===== src/shared/dma_map_pkg.sv =====
// Constants shared by the peripheral-request DMA channel.
// Assumes one clock domain; peripheral addresses are 16-bit byte addresses.
package dma_map_pkg;
  // Request-source codes (7 bits)
  localparam logic [6:0] SRC_EXT_INT_ZERO   = 7'h00;
  localparam logic [6:0] SRC_CAPTURE_1      = 7'h01;
  localparam logic [6:0] SRC_COMPARE_1      = 7'h02;
  localparam logic [6:0] SRC_CAPTURE_2      = 7'h05;
  localparam logic [6:0] SRC_COMPARE_2      = 7'h06;
  localparam logic [6:0] SRC_TIMER_2        = 7'h07;
  localparam logic [6:0] SRC_TIMER_3        = 7'h08;
  localparam logic [6:0] SRC_SERIAL_A       = 7'h0a;
  localparam logic [6:0] SRC_UART_A_RX      = 7'h0b;
  localparam logic [6:0] SRC_UART_A_TX      = 7'h0c;
  localparam logic [6:0] SRC_CONVERTER      = 7'h0d;
  localparam logic [6:0] SRC_UART_B_RX      = 7'h1e;
  localparam logic [6:0] SRC_UART_B_TX      = 7'h1f;
  localparam logic [6:0] SRC_SERIAL_B       = 7'h21;
  localparam logic [6:0] SRC_CAN_RX         = 7'h22;
  localparam logic [6:0] SRC_PARALLEL_PORT  = 7'h2d;
  localparam logic [6:0] SRC_CODEC          = 7'h3c;
  localparam logic [6:0] SRC_CAN_TX         = 7'h46;
  localparam logic [6:0] SRC_DAC_RIGHT      = 7'h4e;
  localparam logic [6:0] SRC_DAC_LEFT       = 7'h4f;

  // Peripheral register addresses
  localparam logic [15:0] capture_unit1_buffer          = 16'h0140;
  localparam logic [15:0] capture_unit2_buffer          = 16'h0144;
  localparam logic [15:0] compare_unit1_secondary       = 16'h0180;
  localparam logic [15:0] compare_unit1_primary         = 16'h0182;
  localparam logic [15:0] compare_unit2_secondary       = 16'h0186;
  localparam logic [15:0] compare_unit2_primary         = 16'h0188;
  localparam logic [15:0] uart_a_transmit_holding       = 16'h0224;
  localparam logic [15:0] uart_a_receive_holding        = 16'h0226;
  localparam logic [15:0] uart_b_transmit_holding       = 16'h0234;
  localparam logic [15:0] uart_b_receive_holding        = 16'h0236;
  localparam logic [15:0] serial_port_a_buffer          = 16'h0248;
  localparam logic [15:0] serial_port_b_buffer          = 16'h0268;
  localparam logic [15:0] codec_receive_buffer_first    = 16'h0290;
  localparam logic [15:0] codec_transmit_buffer_first   = 16'h0298;
  localparam logic [15:0] converter_result_buffer_first = 16'h0300;
  localparam logic [15:0] audio_dac_right_data          = 16'h03f6;
  localparam logic [15:0] audio_dac_left_data           = 16'h03f8;
  localparam logic [15:0] can_receive_data              = 16'h0440;
  localparam logic [15:0] can_transmit_data             = 16'h0442;
  localparam logic [15:0] parallel_port_data            = 16'h0608;
  localparam logic [15:0] NO_ADDR                       = 16'h0000;

  // Reset values and buffer shape
  localparam int unsigned BUF_DEPTH    = 2;
  localparam logic [1:0]  BUF_CNT_RST  = 2'h0;
  localparam logic        PTR_RST      = 1'h0;
endpackage


===== src/verilog/dma_peripheral_request_map.sv =====
// Single DMA channel: peripheral request select, address map check, word mover.
// Assumes request lines, peripheral bus and DMA RAM port all run on ref_clk.
`timescale 1ns/1ps

module dma_peripheral_request_map #(
  parameter int unsigned DATA_W = 16,
  parameter int unsigned RAM_AW = 11,
  parameter int unsigned CNT_W  = 10
) (
  input  wire logic              ref_clk,
  input  wire logic              reset_n,
  input  wire logic              clk_en,
  input  wire logic              channel_enable,
  input  wire logic              to_peripheral,
  input  wire logic [6:0]        request_source_code,
  input  wire logic [15:0]       channel_peripheral_address,
  input  wire logic [RAM_AW-1:0] ram_start,
  input  wire logic [CNT_W-1:0]  block_last,
  input  wire logic [127:0]      request_lines,
  output logic                   per_valid,
  output logic                   per_write,
  output logic [15:0]            per_addr,
  output logic [DATA_W-1:0]      per_wdata,
  input  wire logic [DATA_W-1:0] per_rdata,
  input  wire logic              per_ready,
  output logic                   ram_valid,
  output logic                   ram_write,
  output logic [RAM_AW-1:0]      ram_addr,
  output logic [DATA_W-1:0]      ram_wdata,
  input  wire logic [DATA_W-1:0] ram_rdata,
  input  wire logic              ram_ready,
  output logic                   address_mismatch,
  output logic                   busy,
  output logic                   block_done
);
  if (DATA_W < 1 || RAM_AW < 1 || CNT_W < 1 || CNT_W > 16) begin : g_param_check
    $error("dma_peripheral_request_map: unsupported parameter values");
  end

  // Map entry for the selected code
  logic        code_known;
  logic        rd_def;
  logic        wr_def;
  logic        wr_alt_def;
  logic [15:0] rd_addr;
  logic [15:0] wr_addr;
  logic [15:0] wr_alt_addr;

  // Code decode: trigger plus legal read and write addresses
  always_comb begin
    code_known  = 1'b1;
    rd_def      = 1'b0;
    wr_def      = 1'b0;
    wr_alt_def  = 1'b0;
    rd_addr     = dma_map_pkg::NO_ADDR;
    wr_addr     = dma_map_pkg::NO_ADDR;
    wr_alt_addr = dma_map_pkg::NO_ADDR;
    case (request_source_code)
      dma_map_pkg::SRC_EXT_INT_ZERO, dma_map_pkg::SRC_TIMER_2,
      dma_map_pkg::SRC_TIMER_3: begin
        code_known = 1'b1; // Trigger only, no address
      end
      dma_map_pkg::SRC_CAPTURE_1: begin
        rd_def  = 1'b1;
        rd_addr = dma_map_pkg::capture_unit1_buffer;
      end
      dma_map_pkg::SRC_COMPARE_1: begin
        wr_def      = 1'b1;
        wr_alt_def  = 1'b1;
        wr_addr     = dma_map_pkg::compare_unit1_primary;
        wr_alt_addr = dma_map_pkg::compare_unit1_secondary;
      end
      dma_map_pkg::SRC_CAPTURE_2: begin
        rd_def  = 1'b1;
        rd_addr = dma_map_pkg::capture_unit2_buffer;
      end
      dma_map_pkg::SRC_COMPARE_2: begin
        wr_def      = 1'b1;
        wr_alt_def  = 1'b1;
        wr_addr     = dma_map_pkg::compare_unit2_primary;
        wr_alt_addr = dma_map_pkg::compare_unit2_secondary;
      end
      dma_map_pkg::SRC_SERIAL_A: begin
        rd_def  = 1'b1;
        wr_def  = 1'b1;
        rd_addr = dma_map_pkg::serial_port_a_buffer;
        wr_addr = dma_map_pkg::serial_port_a_buffer;
      end
      dma_map_pkg::SRC_UART_A_RX: begin
        rd_def  = 1'b1;
        rd_addr = dma_map_pkg::uart_a_receive_holding;
      end
      dma_map_pkg::SRC_UART_A_TX: begin
        wr_def  = 1'b1;
        wr_addr = dma_map_pkg::uart_a_transmit_holding;
      end
      dma_map_pkg::SRC_CONVERTER: begin
        rd_def  = 1'b1;
        rd_addr = dma_map_pkg::converter_result_buffer_first;
      end
      dma_map_pkg::SRC_UART_B_RX: begin
        rd_def  = 1'b1;
        rd_addr = dma_map_pkg::uart_b_receive_holding;
      end
      dma_map_pkg::SRC_UART_B_TX: begin
        wr_def  = 1'b1;
        wr_addr = dma_map_pkg::uart_b_transmit_holding;
      end
      dma_map_pkg::SRC_SERIAL_B: begin
        rd_def  = 1'b1;
        wr_def  = 1'b1;
        rd_addr = dma_map_pkg::serial_port_b_buffer;
        wr_addr = dma_map_pkg::serial_port_b_buffer;
      end
      dma_map_pkg::SRC_CAN_RX: begin
        rd_def  = 1'b1;
        rd_addr = dma_map_pkg::can_receive_data;
      end
      dma_map_pkg::SRC_CAN_TX: begin
        wr_def  = 1'b1;
        wr_addr = dma_map_pkg::can_transmit_data;
      end
      dma_map_pkg::SRC_PARALLEL_PORT: begin
        rd_def  = 1'b1;
        wr_def  = 1'b1;
        rd_addr = dma_map_pkg::parallel_port_data;
        wr_addr = dma_map_pkg::parallel_port_data;
      end
      dma_map_pkg::SRC_CODEC: begin
        rd_def  = 1'b1;
        wr_def  = 1'b1;
        rd_addr = dma_map_pkg::codec_receive_buffer_first;
        wr_addr = dma_map_pkg::codec_transmit_buffer_first;
      end
      dma_map_pkg::SRC_DAC_RIGHT: begin
        wr_def  = 1'b1;
        wr_addr = dma_map_pkg::audio_dac_right_data;
      end
      dma_map_pkg::SRC_DAC_LEFT: begin
        wr_def  = 1'b1;
        wr_addr = dma_map_pkg::audio_dac_left_data;
      end
      default: code_known = 1'b0;
    endcase
  end

  // Address check against the map; trigger-only codes accept any address,
  // a direction that has no map entry for a mapped code is refused
  wire wr_match   = (channel_peripheral_address == wr_addr) ||
                    (wr_alt_def && channel_peripheral_address == wr_alt_addr);
  wire rd_match   = (channel_peripheral_address == rd_addr);
  wire trig_only  = !rd_def && !wr_def;
  wire dir_ok     = to_peripheral ? (wr_def && wr_match) : (rd_def && rd_match);
  wire addr_ok    = trig_only || dir_ok;
  wire run        = channel_enable && code_known && addr_ok;
  wire trigger    = run && request_lines[request_source_code];

  // Two-entry buffer state
  logic [DATA_W-1:0] buf_mem [dma_map_pkg::BUF_DEPTH];
  logic              buf_wptr;
  logic              buf_rptr;
  logic [1:0]        buf_cnt;
  logic [15:0]       pending;
  logic [CNT_W-1:0]  issue_idx;
  logic [CNT_W-1:0]  store_idx;

  // Source fetch and sink store handshakes
  wire buf_full    = (buf_cnt == 2'd2);
  wire buf_empty   = (buf_cnt == dma_map_pkg::BUF_CNT_RST);
  wire src_valid   = run && clk_en && (pending != 16'h0000) && !buf_full; // No request frozen
  wire src_ready   = to_peripheral ? ram_ready : per_ready;
  wire src_hs      = src_valid && src_ready; // One word per trigger
  wire snk_valid   = run && clk_en && !buf_empty;
  wire snk_ready   = to_peripheral ? per_ready : ram_ready;
  wire snk_hs      = snk_valid && snk_ready;
  wire [DATA_W-1:0] src_data = to_peripheral ? ram_rdata : per_rdata;
  wire [DATA_W-1:0] head     = buf_mem[buf_rptr];
  wire pend_sat    = (pending == 16'hffff);
  wire issue_wrap  = (issue_idx == block_last);
  wire store_wrap  = (store_idx == block_last);

  // Bus steering: peripheral and RAM buses are the channel's own
  assign per_valid = to_peripheral ? snk_valid : src_valid;
  assign per_write = to_peripheral;
  assign per_addr  = channel_peripheral_address;
  assign per_wdata = head;
  assign ram_valid = to_peripheral ? src_valid : snk_valid;
  assign ram_write = !to_peripheral;
  assign ram_addr  = ram_start + (to_peripheral ? RAM_AW'(issue_idx) : RAM_AW'(store_idx));
  assign ram_wdata = head;
  assign address_mismatch = channel_enable && !(code_known && addr_ok);
  assign busy      = run && ((pending != 16'h0000) || !buf_empty);

  // Pending triggers: an arriving request is never lost to a completing word
  always_ff @(posedge ref_clk or negedge reset_n) begin
    if (!reset_n) begin
      pending <= 16'h0000;
    end else if (clk_en) begin
      if (!run) begin
        pending <= 16'h0000;
      end else if (trigger && !src_hs && !pend_sat) begin
        pending <= pending + 16'h0001;
      end else if (!trigger && src_hs) begin
        pending <= pending - 16'h0001;
      end
    end
  end

  // Buffer write side
  always_ff @(posedge ref_clk) begin
    if (clk_en && src_hs) begin
      buf_mem[buf_wptr] <= src_data;
    end
  end

  // Buffer pointers and occupancy
  always_ff @(posedge ref_clk or negedge reset_n) begin
    if (!reset_n) begin
      buf_wptr <= dma_map_pkg::PTR_RST;
      buf_rptr <= dma_map_pkg::PTR_RST;
      buf_cnt  <= dma_map_pkg::BUF_CNT_RST;
    end else if (clk_en) begin
      if (!run) begin
        buf_wptr <= dma_map_pkg::PTR_RST;
        buf_rptr <= dma_map_pkg::PTR_RST;
        buf_cnt  <= dma_map_pkg::BUF_CNT_RST;
      end else begin
        buf_wptr <= buf_wptr ^ src_hs;
        buf_rptr <= buf_rptr ^ snk_hs;
        buf_cnt  <= buf_cnt + {1'b0, src_hs} - {1'b0, snk_hs};
      end
    end
  end

  // Block position counters and completion pulse
  always_ff @(posedge ref_clk or negedge reset_n) begin
    if (!reset_n) begin
      issue_idx  <= '0;
      store_idx  <= '0;
      block_done <= 1'b0;
    end else if (clk_en) begin
      block_done <= run && snk_hs && store_wrap;
      if (!run) begin
        issue_idx <= '0;
        store_idx <= '0;
      end else begin
        if (src_hs) begin
          issue_idx <= issue_wrap ? '0 : issue_idx + 1'b1;
        end
        if (snk_hs) begin
          store_idx <= store_wrap ? '0 : store_idx + 1'b1;
        end
      end
    end
  end

  // Checks
  map_capture1_a: assert property (@(posedge ref_clk) disable iff (!reset_n)
    (request_source_code == 7'h01) |-> (rd_def && rd_addr == 16'h0140 && !wr_def))
    else $error("capture 1 map wrong");
  map_compare1_a: assert property (@(posedge ref_clk) disable iff (!reset_n)
    (request_source_code == 7'h02) |-> (wr_addr == 16'h0182 && wr_alt_addr == 16'h0180 && !rd_def))
    else $error("compare 1 map wrong");
  map_ext_int_a: assert property (@(posedge ref_clk) disable iff (!reset_n)
    (request_source_code == 7'h00 && channel_enable) |-> (!rd_def && !wr_def && !address_mismatch))
    else $error("external interrupt map wrong");
  map_codec_a: assert property (@(posedge ref_clk) disable iff (!reset_n)
    (request_source_code == 7'h3c) |-> (rd_addr == 16'h0290 && wr_addr == 16'h0298))
    else $error("codec map wrong");
  word_per_trig_a: assert property (@(posedge ref_clk) disable iff (!reset_n)
    (clk_en && src_hs && !trigger) |=> (pending == $past(pending) - 16'h0001))
    else $error("word moved without pending trigger count drop");
  trigger_kept_a: assert property (@(posedge ref_clk) disable iff (!reset_n)
    (clk_en && run && trigger && !src_hs && !pend_sat) |=> (pending == $past(pending) + 16'h0001))
    else $error("trigger lost");
  buf_no_over_a: assert property (@(posedge ref_clk) disable iff (!reset_n)
    src_hs |-> (buf_cnt < 2'd2))
    else $error("buffer overflow");
  stall_hold_a: assert property (@(posedge ref_clk) disable iff (!reset_n)
    (per_valid && per_write && !per_ready && clk_en && run) ##1 (clk_en && run)
      |-> (per_valid && $stable(per_wdata)))
    else $error("stalled write data changed");
  block_done_a: assert property (@(posedge ref_clk) disable iff (!reset_n)
    block_done |-> ($past(snk_hs) && $past(store_wrap) && store_idx == '0))
    else $error("block done without last store");
  own_bus_a: assert property (@(posedge ref_clk) disable iff (!reset_n)
    (per_valid || ram_valid) |-> (run && !(per_valid && ram_valid && per_write == ram_write)))
    else $error("bus driven while channel idle");
  read_path_c: cover property (@(posedge ref_clk) disable iff (!reset_n)
    (!to_peripheral && trigger) ##[1:20] (ram_valid && ram_ready));
  write_path_c: cover property (@(posedge ref_clk) disable iff (!reset_n)
    (to_peripheral && trigger) ##[1:20] (per_valid && per_ready));
  full_stall_c: cover property (@(posedge ref_clk) disable iff (!reset_n)
    buf_full && !snk_ready);
  block_end_c: cover property (@(posedge ref_clk) disable iff (!reset_n) block_done);
endmodule // dma_peripheral_request_map

===== config.mk =====
export PLATFORM = sky130hd
export DESIGN_NAME = dma_peripheral_request_map
export DESIGN_NICKNAME = d
export VERILOG_FILES = /design/src/shared/dma_map_pkg.sv /design/src/verilog/dma_peripheral_request_map.sv
export SDC_FILE = /design/constraint.sdc
export NUM_CORES = 1
export LEC_CHECK = 0
export BUFFER_PORTS_ARGS = -buffer_cell sky130_fd_sc_hd__buf_2
export CORE_ASPECT_RATIO = 1.75
export CORE_MARGIN = 2
export CORE_UTILIZATION = 40
export CTS_BUF_LIST = sky130_fd_sc_hd__clkbuf_4
export DETAILED_ROUTE_END_ITERATION = 8
export GPL_ROUTABILITY_DRIVEN = 0
export GPL_TIMING_DRIVEN = 0
export HOLD_SLACK_MARGIN = 0.05
export PLACE_DENSITY = 0.72
export SYNTH_ARGS = -nofsm -noshare
export SYNTH_HDL_FRONTEND = slang
export SYNTH_SLANG_ARGS = --single-unit

===== constraint.sdc =====
create_clock -name ref_clk -period 3.6 [get_ports ref_clk]
set_input_delay 0.36 -clock ref_clk [delete_from_list [all_inputs] [get_ports ref_clk]]
set_output_delay 0.36 -clock ref_clk [all_outputs]
set_load 0.01 [all_outputs]

==> results.toml <==
[sta]
slew_viol_final = 0
setup_viol = 11
max_freq_mhz = 241
fin_skew_ns = 0.0240
period_share_pct = 115
period_needed_ns = 4.16
slew-limit-headroom_pct = 16.1
worst_pin_slew_ns = 1.25
rsz0062_at_grt = "yes"
hold_viol_final = 0
timing.final.ws_setup_ns = -0.558

[finish]
fin_nets = 1367
utilization_pct = 59.7
drive_above_1_share_pct = 53.8
syn2layout_area_growth_pct = 46.9
finalNonFillerCells = 1364

[clocking]
cts_inserted_buffers = 9
cts.hold.buffers_added = 0
clk_pin_slew_ns = 0.13
cts_buffer_depth = 2
root_buffer = "clkbuf_4"
numClockSinks = 73
cts_max_level = 3
cts_tree = "yes"
worstSkewPairLatency_ns = 0.44

[floorplan]
io-pin-count = 277
die_x_um = 106
die_area_mm2 = 0.0193
placementRows = 65
core_area_mm2 = 0.0179
initial_core_util_pct = 40.7
die_h_um = 182

[route]
drcViolationCount = 0
ant_nets = 0
viasPerCell = 5.80
first_pass_iters = 5
drt-initial-drc-count = 354
vias = 7916
wl_mm = 25.9
routedWlPerCell_um = 19.0

[logic_synthesis]
synth-seq-cells = 73
async_flop_share_pct = 56.2
synthMuxAreaShare_pct = 18.1
synth_compound_area_share_pct = 15.7
synthSimpleGateAreaFrac_pct = 18.5
synth_top_family_by_area = "simple AND/OR/NAND/NOR gates"
synth.distinct_cells = 75
synth_fa_ha_area_share_pct = 5.71
avgSynthCellArea_um2 = 9.47
synth-edff-count = 32
synth_flop_cell = "dfrtp_1"
yosysSeqAreaShare_pct = 27.3
synthCells = 768
syn-num-nets = 1011
syn-cell-area_mm2 = 0.00727
yosysWarningCount = 0
synthXorXnorAreaFrac_pct = 5.90

[global_routing]
grt_usage_pct = 24.4
grt_overflow = 0
grt_max_degree = 42
grt_antenna_before_repair = 1
grt_pass1_wl_mm = 37.6
grt_pass1_vias = 7731

[job]
max_cap_viol_count = 0

[power]
ir_drop_uv = 155
power_density_mw_per_mm2 = 230
p_leak_nw = 4.62
total_power_mw = 2.45

[worst_setup_path]
reg2reg_depth = 16
critPathLaunchType = "input port"
r2r_start = "pending[11]"
critical_path_arrival_ns = 4.48
reg2reg_slack_ns = -0.42
path_class = "input port to flip-flop"
r2r_end = "pending[15]"
path_cells = "buf_12 > buf_12 > clkbuf_16 > mux4_2 > mux2i_1 > o32a_1 > a311oi_2 > nor3_4 > or3_4 > buf_6 > or2_4 > ha_4 > nand3_4 > o2111ai_4 > o211ai_1 > a21oi_2 > a21oi_2 > a21oi_2 > mux2i_1 > mux2i_1 > o2bb2ai_1"
end_kind = "flip-flop"
critPathMaxStageDelay_ns = 0.38
cp_max_fo = 5
crit_slowest_cell = "o32a_1"
required_ns = 3.93

[placement]
port_buffers = 275
dp_hpwl_mm = 18.9
dp_cells = 1277

[status]
failed_checks = "setup timing"
status = "finished with violations"

[hold_path]
min_path_type = "input port to asynchronous set/reset pin"
worst max-delay path: cells and delay by family:
family,cells,cell delay [ns]
buf+inv,4,0.51
simple gates,4,0.82
compound gates,8,1.62
mux,4,0.83
fa+ha+maj,1,0.31
how the worst max path moves through the flow:
stage	startpoint	to	slack [ns]	depth (start not counted)
floorplan	request_source_code[4]	pending[15]	-0.62	20
global placement	request_source_code[0]	pending[15]	-1.70	22
finish	request_source_code[1]	pending[15]	-0.56	21
detailed placement	request_source_code[0]	pending[15]	-1.66	22
global route	request_source_code[6]	pending[15]	-0.66	21
CTS	request_source_code[1]	pending[12]	-0.52	20
what timing repair did:
item | 4_1_cts | 5_1_grt
setup endpoints to repair | 53 | 50
resized for setup | 107 | 102
pin swaps | 39 | 65
gates cloned | 3 | 3
buffers inserted | 24 | 44
through the flow:
step	hold slack (ns)	cell area, um^2	setup slack [ns]	setup TNS (ns)
after floorplan	0.0644	7470	-0.623	-3.29
after global placement	0.486	9140	-1.70	-43.05
after detailed placement	0.479	9140	-1.66	-44.82
after CTS	0.0657	9890	-0.515	-3.20
after global routing	0.117	10700	-0.657	-6.05
final	0.0438	10700	-0.558	-3.43
sequential cells by signal (all words and copies together), names as in the netlist:
name        count
issue_idx      10
buf_cnt         2
block_done      1
buf_mem        32
buf_wptr        1
store_idx      10
buf_rptr        1
pending        16
layer usage:
| layer | track usage (%) | share of wire, % | vias to the layer above | wire, um |
|---|---|---|---|---|
| met1 | 24.7 | 34 | 3793 | 8730 |
| met2 | 47.6 | 55 | 424 | 14300 |
| li1 | - | - | 3601 | - |
| met4 | 12.9 | 4.8 | 0 | 1250 |
| met5 | 0 | 0 | - | 0 |
| met3 | 2.93 | 6.1 | 98 | 1580 |
power by group:
group	total (mW)	switching, mW	internal [mW]
sequential	0.902	0.0173	0.885
clock	0.502	0.299	0.203
combinational	1.05	0.500	0.549
Yosys cell counts (all sizes together), types with 5 or more instances:
cell,number,area (um^2)
buf,56,388
o21ai,50,250
inv,45,169
dfrtp,41,1030
nand2,41,154
mux2,38,428
xnor2,35,307
edfxtp,32,961
a21oi,31,159
mux4,31,698
nor2,31,116
ha,30,375
nor3,28,145
clkbuf,20,75.1
mux2i,19,190
and3,18,113
nand3,17,85.1
nand4,17,106
nor4,15,121
xor2,14,123
nor2b,12,75.1
o2bb2ai,11,96.3
nor3b,10,75.1
o2111ai,10,87.6
o22ai,10,68.8
a21boi,8,60.1
or3,7,43.8
a22o,6,52.6
nand3b,6,45.0
a211oi,5,37.5
nand2b,5,31.3
area by class of cell:
class | count | area [um^2]
Sequential cell | 73 | 1990
Fill cell | 1544 | 7210
Clock buffer | 9 | 67.6
Clock inverter | 7 | 61.3
Multi-Input combinational cell | 574 | 5340
Tap cell | 234 | 293
Buffer | 73 | 657
Timing Repair Buffer | 347 | 2090
Antenna cell | 1 | 2.50
Inverter | 46 | 179
layout by cell type, fill, tap and decap left out, types with 14 or more instances in the layout:
cell and n:
nand4_1 17, o21ai_0 34, mux4_2 31, mux2_2 35, buf_4 98, inv_1 39
ha_1 17, nor3_1 21, nor2_1 29, xnor2_1 33, edfxtp_1 32, nand3_1 14
dfrtp_1 38, and3_1 16, nand2_1 38, a21oi_1 17, mux2i_1 19, buf_2 272
cell families (layout without fill, tap and decap cells):
kind of cell,count (synthesis),count (layout)
buffers and inverters,122,482
DFF,73,73
xor gates and xnor gates,49,49
AOI/OAI and AO/OA,170,170
muxes,88,88
and+or+nand+nor,234,235
other,0,1
adders and majority gates,32,32
Note: power is estimated with default switching activity, not from simulation.
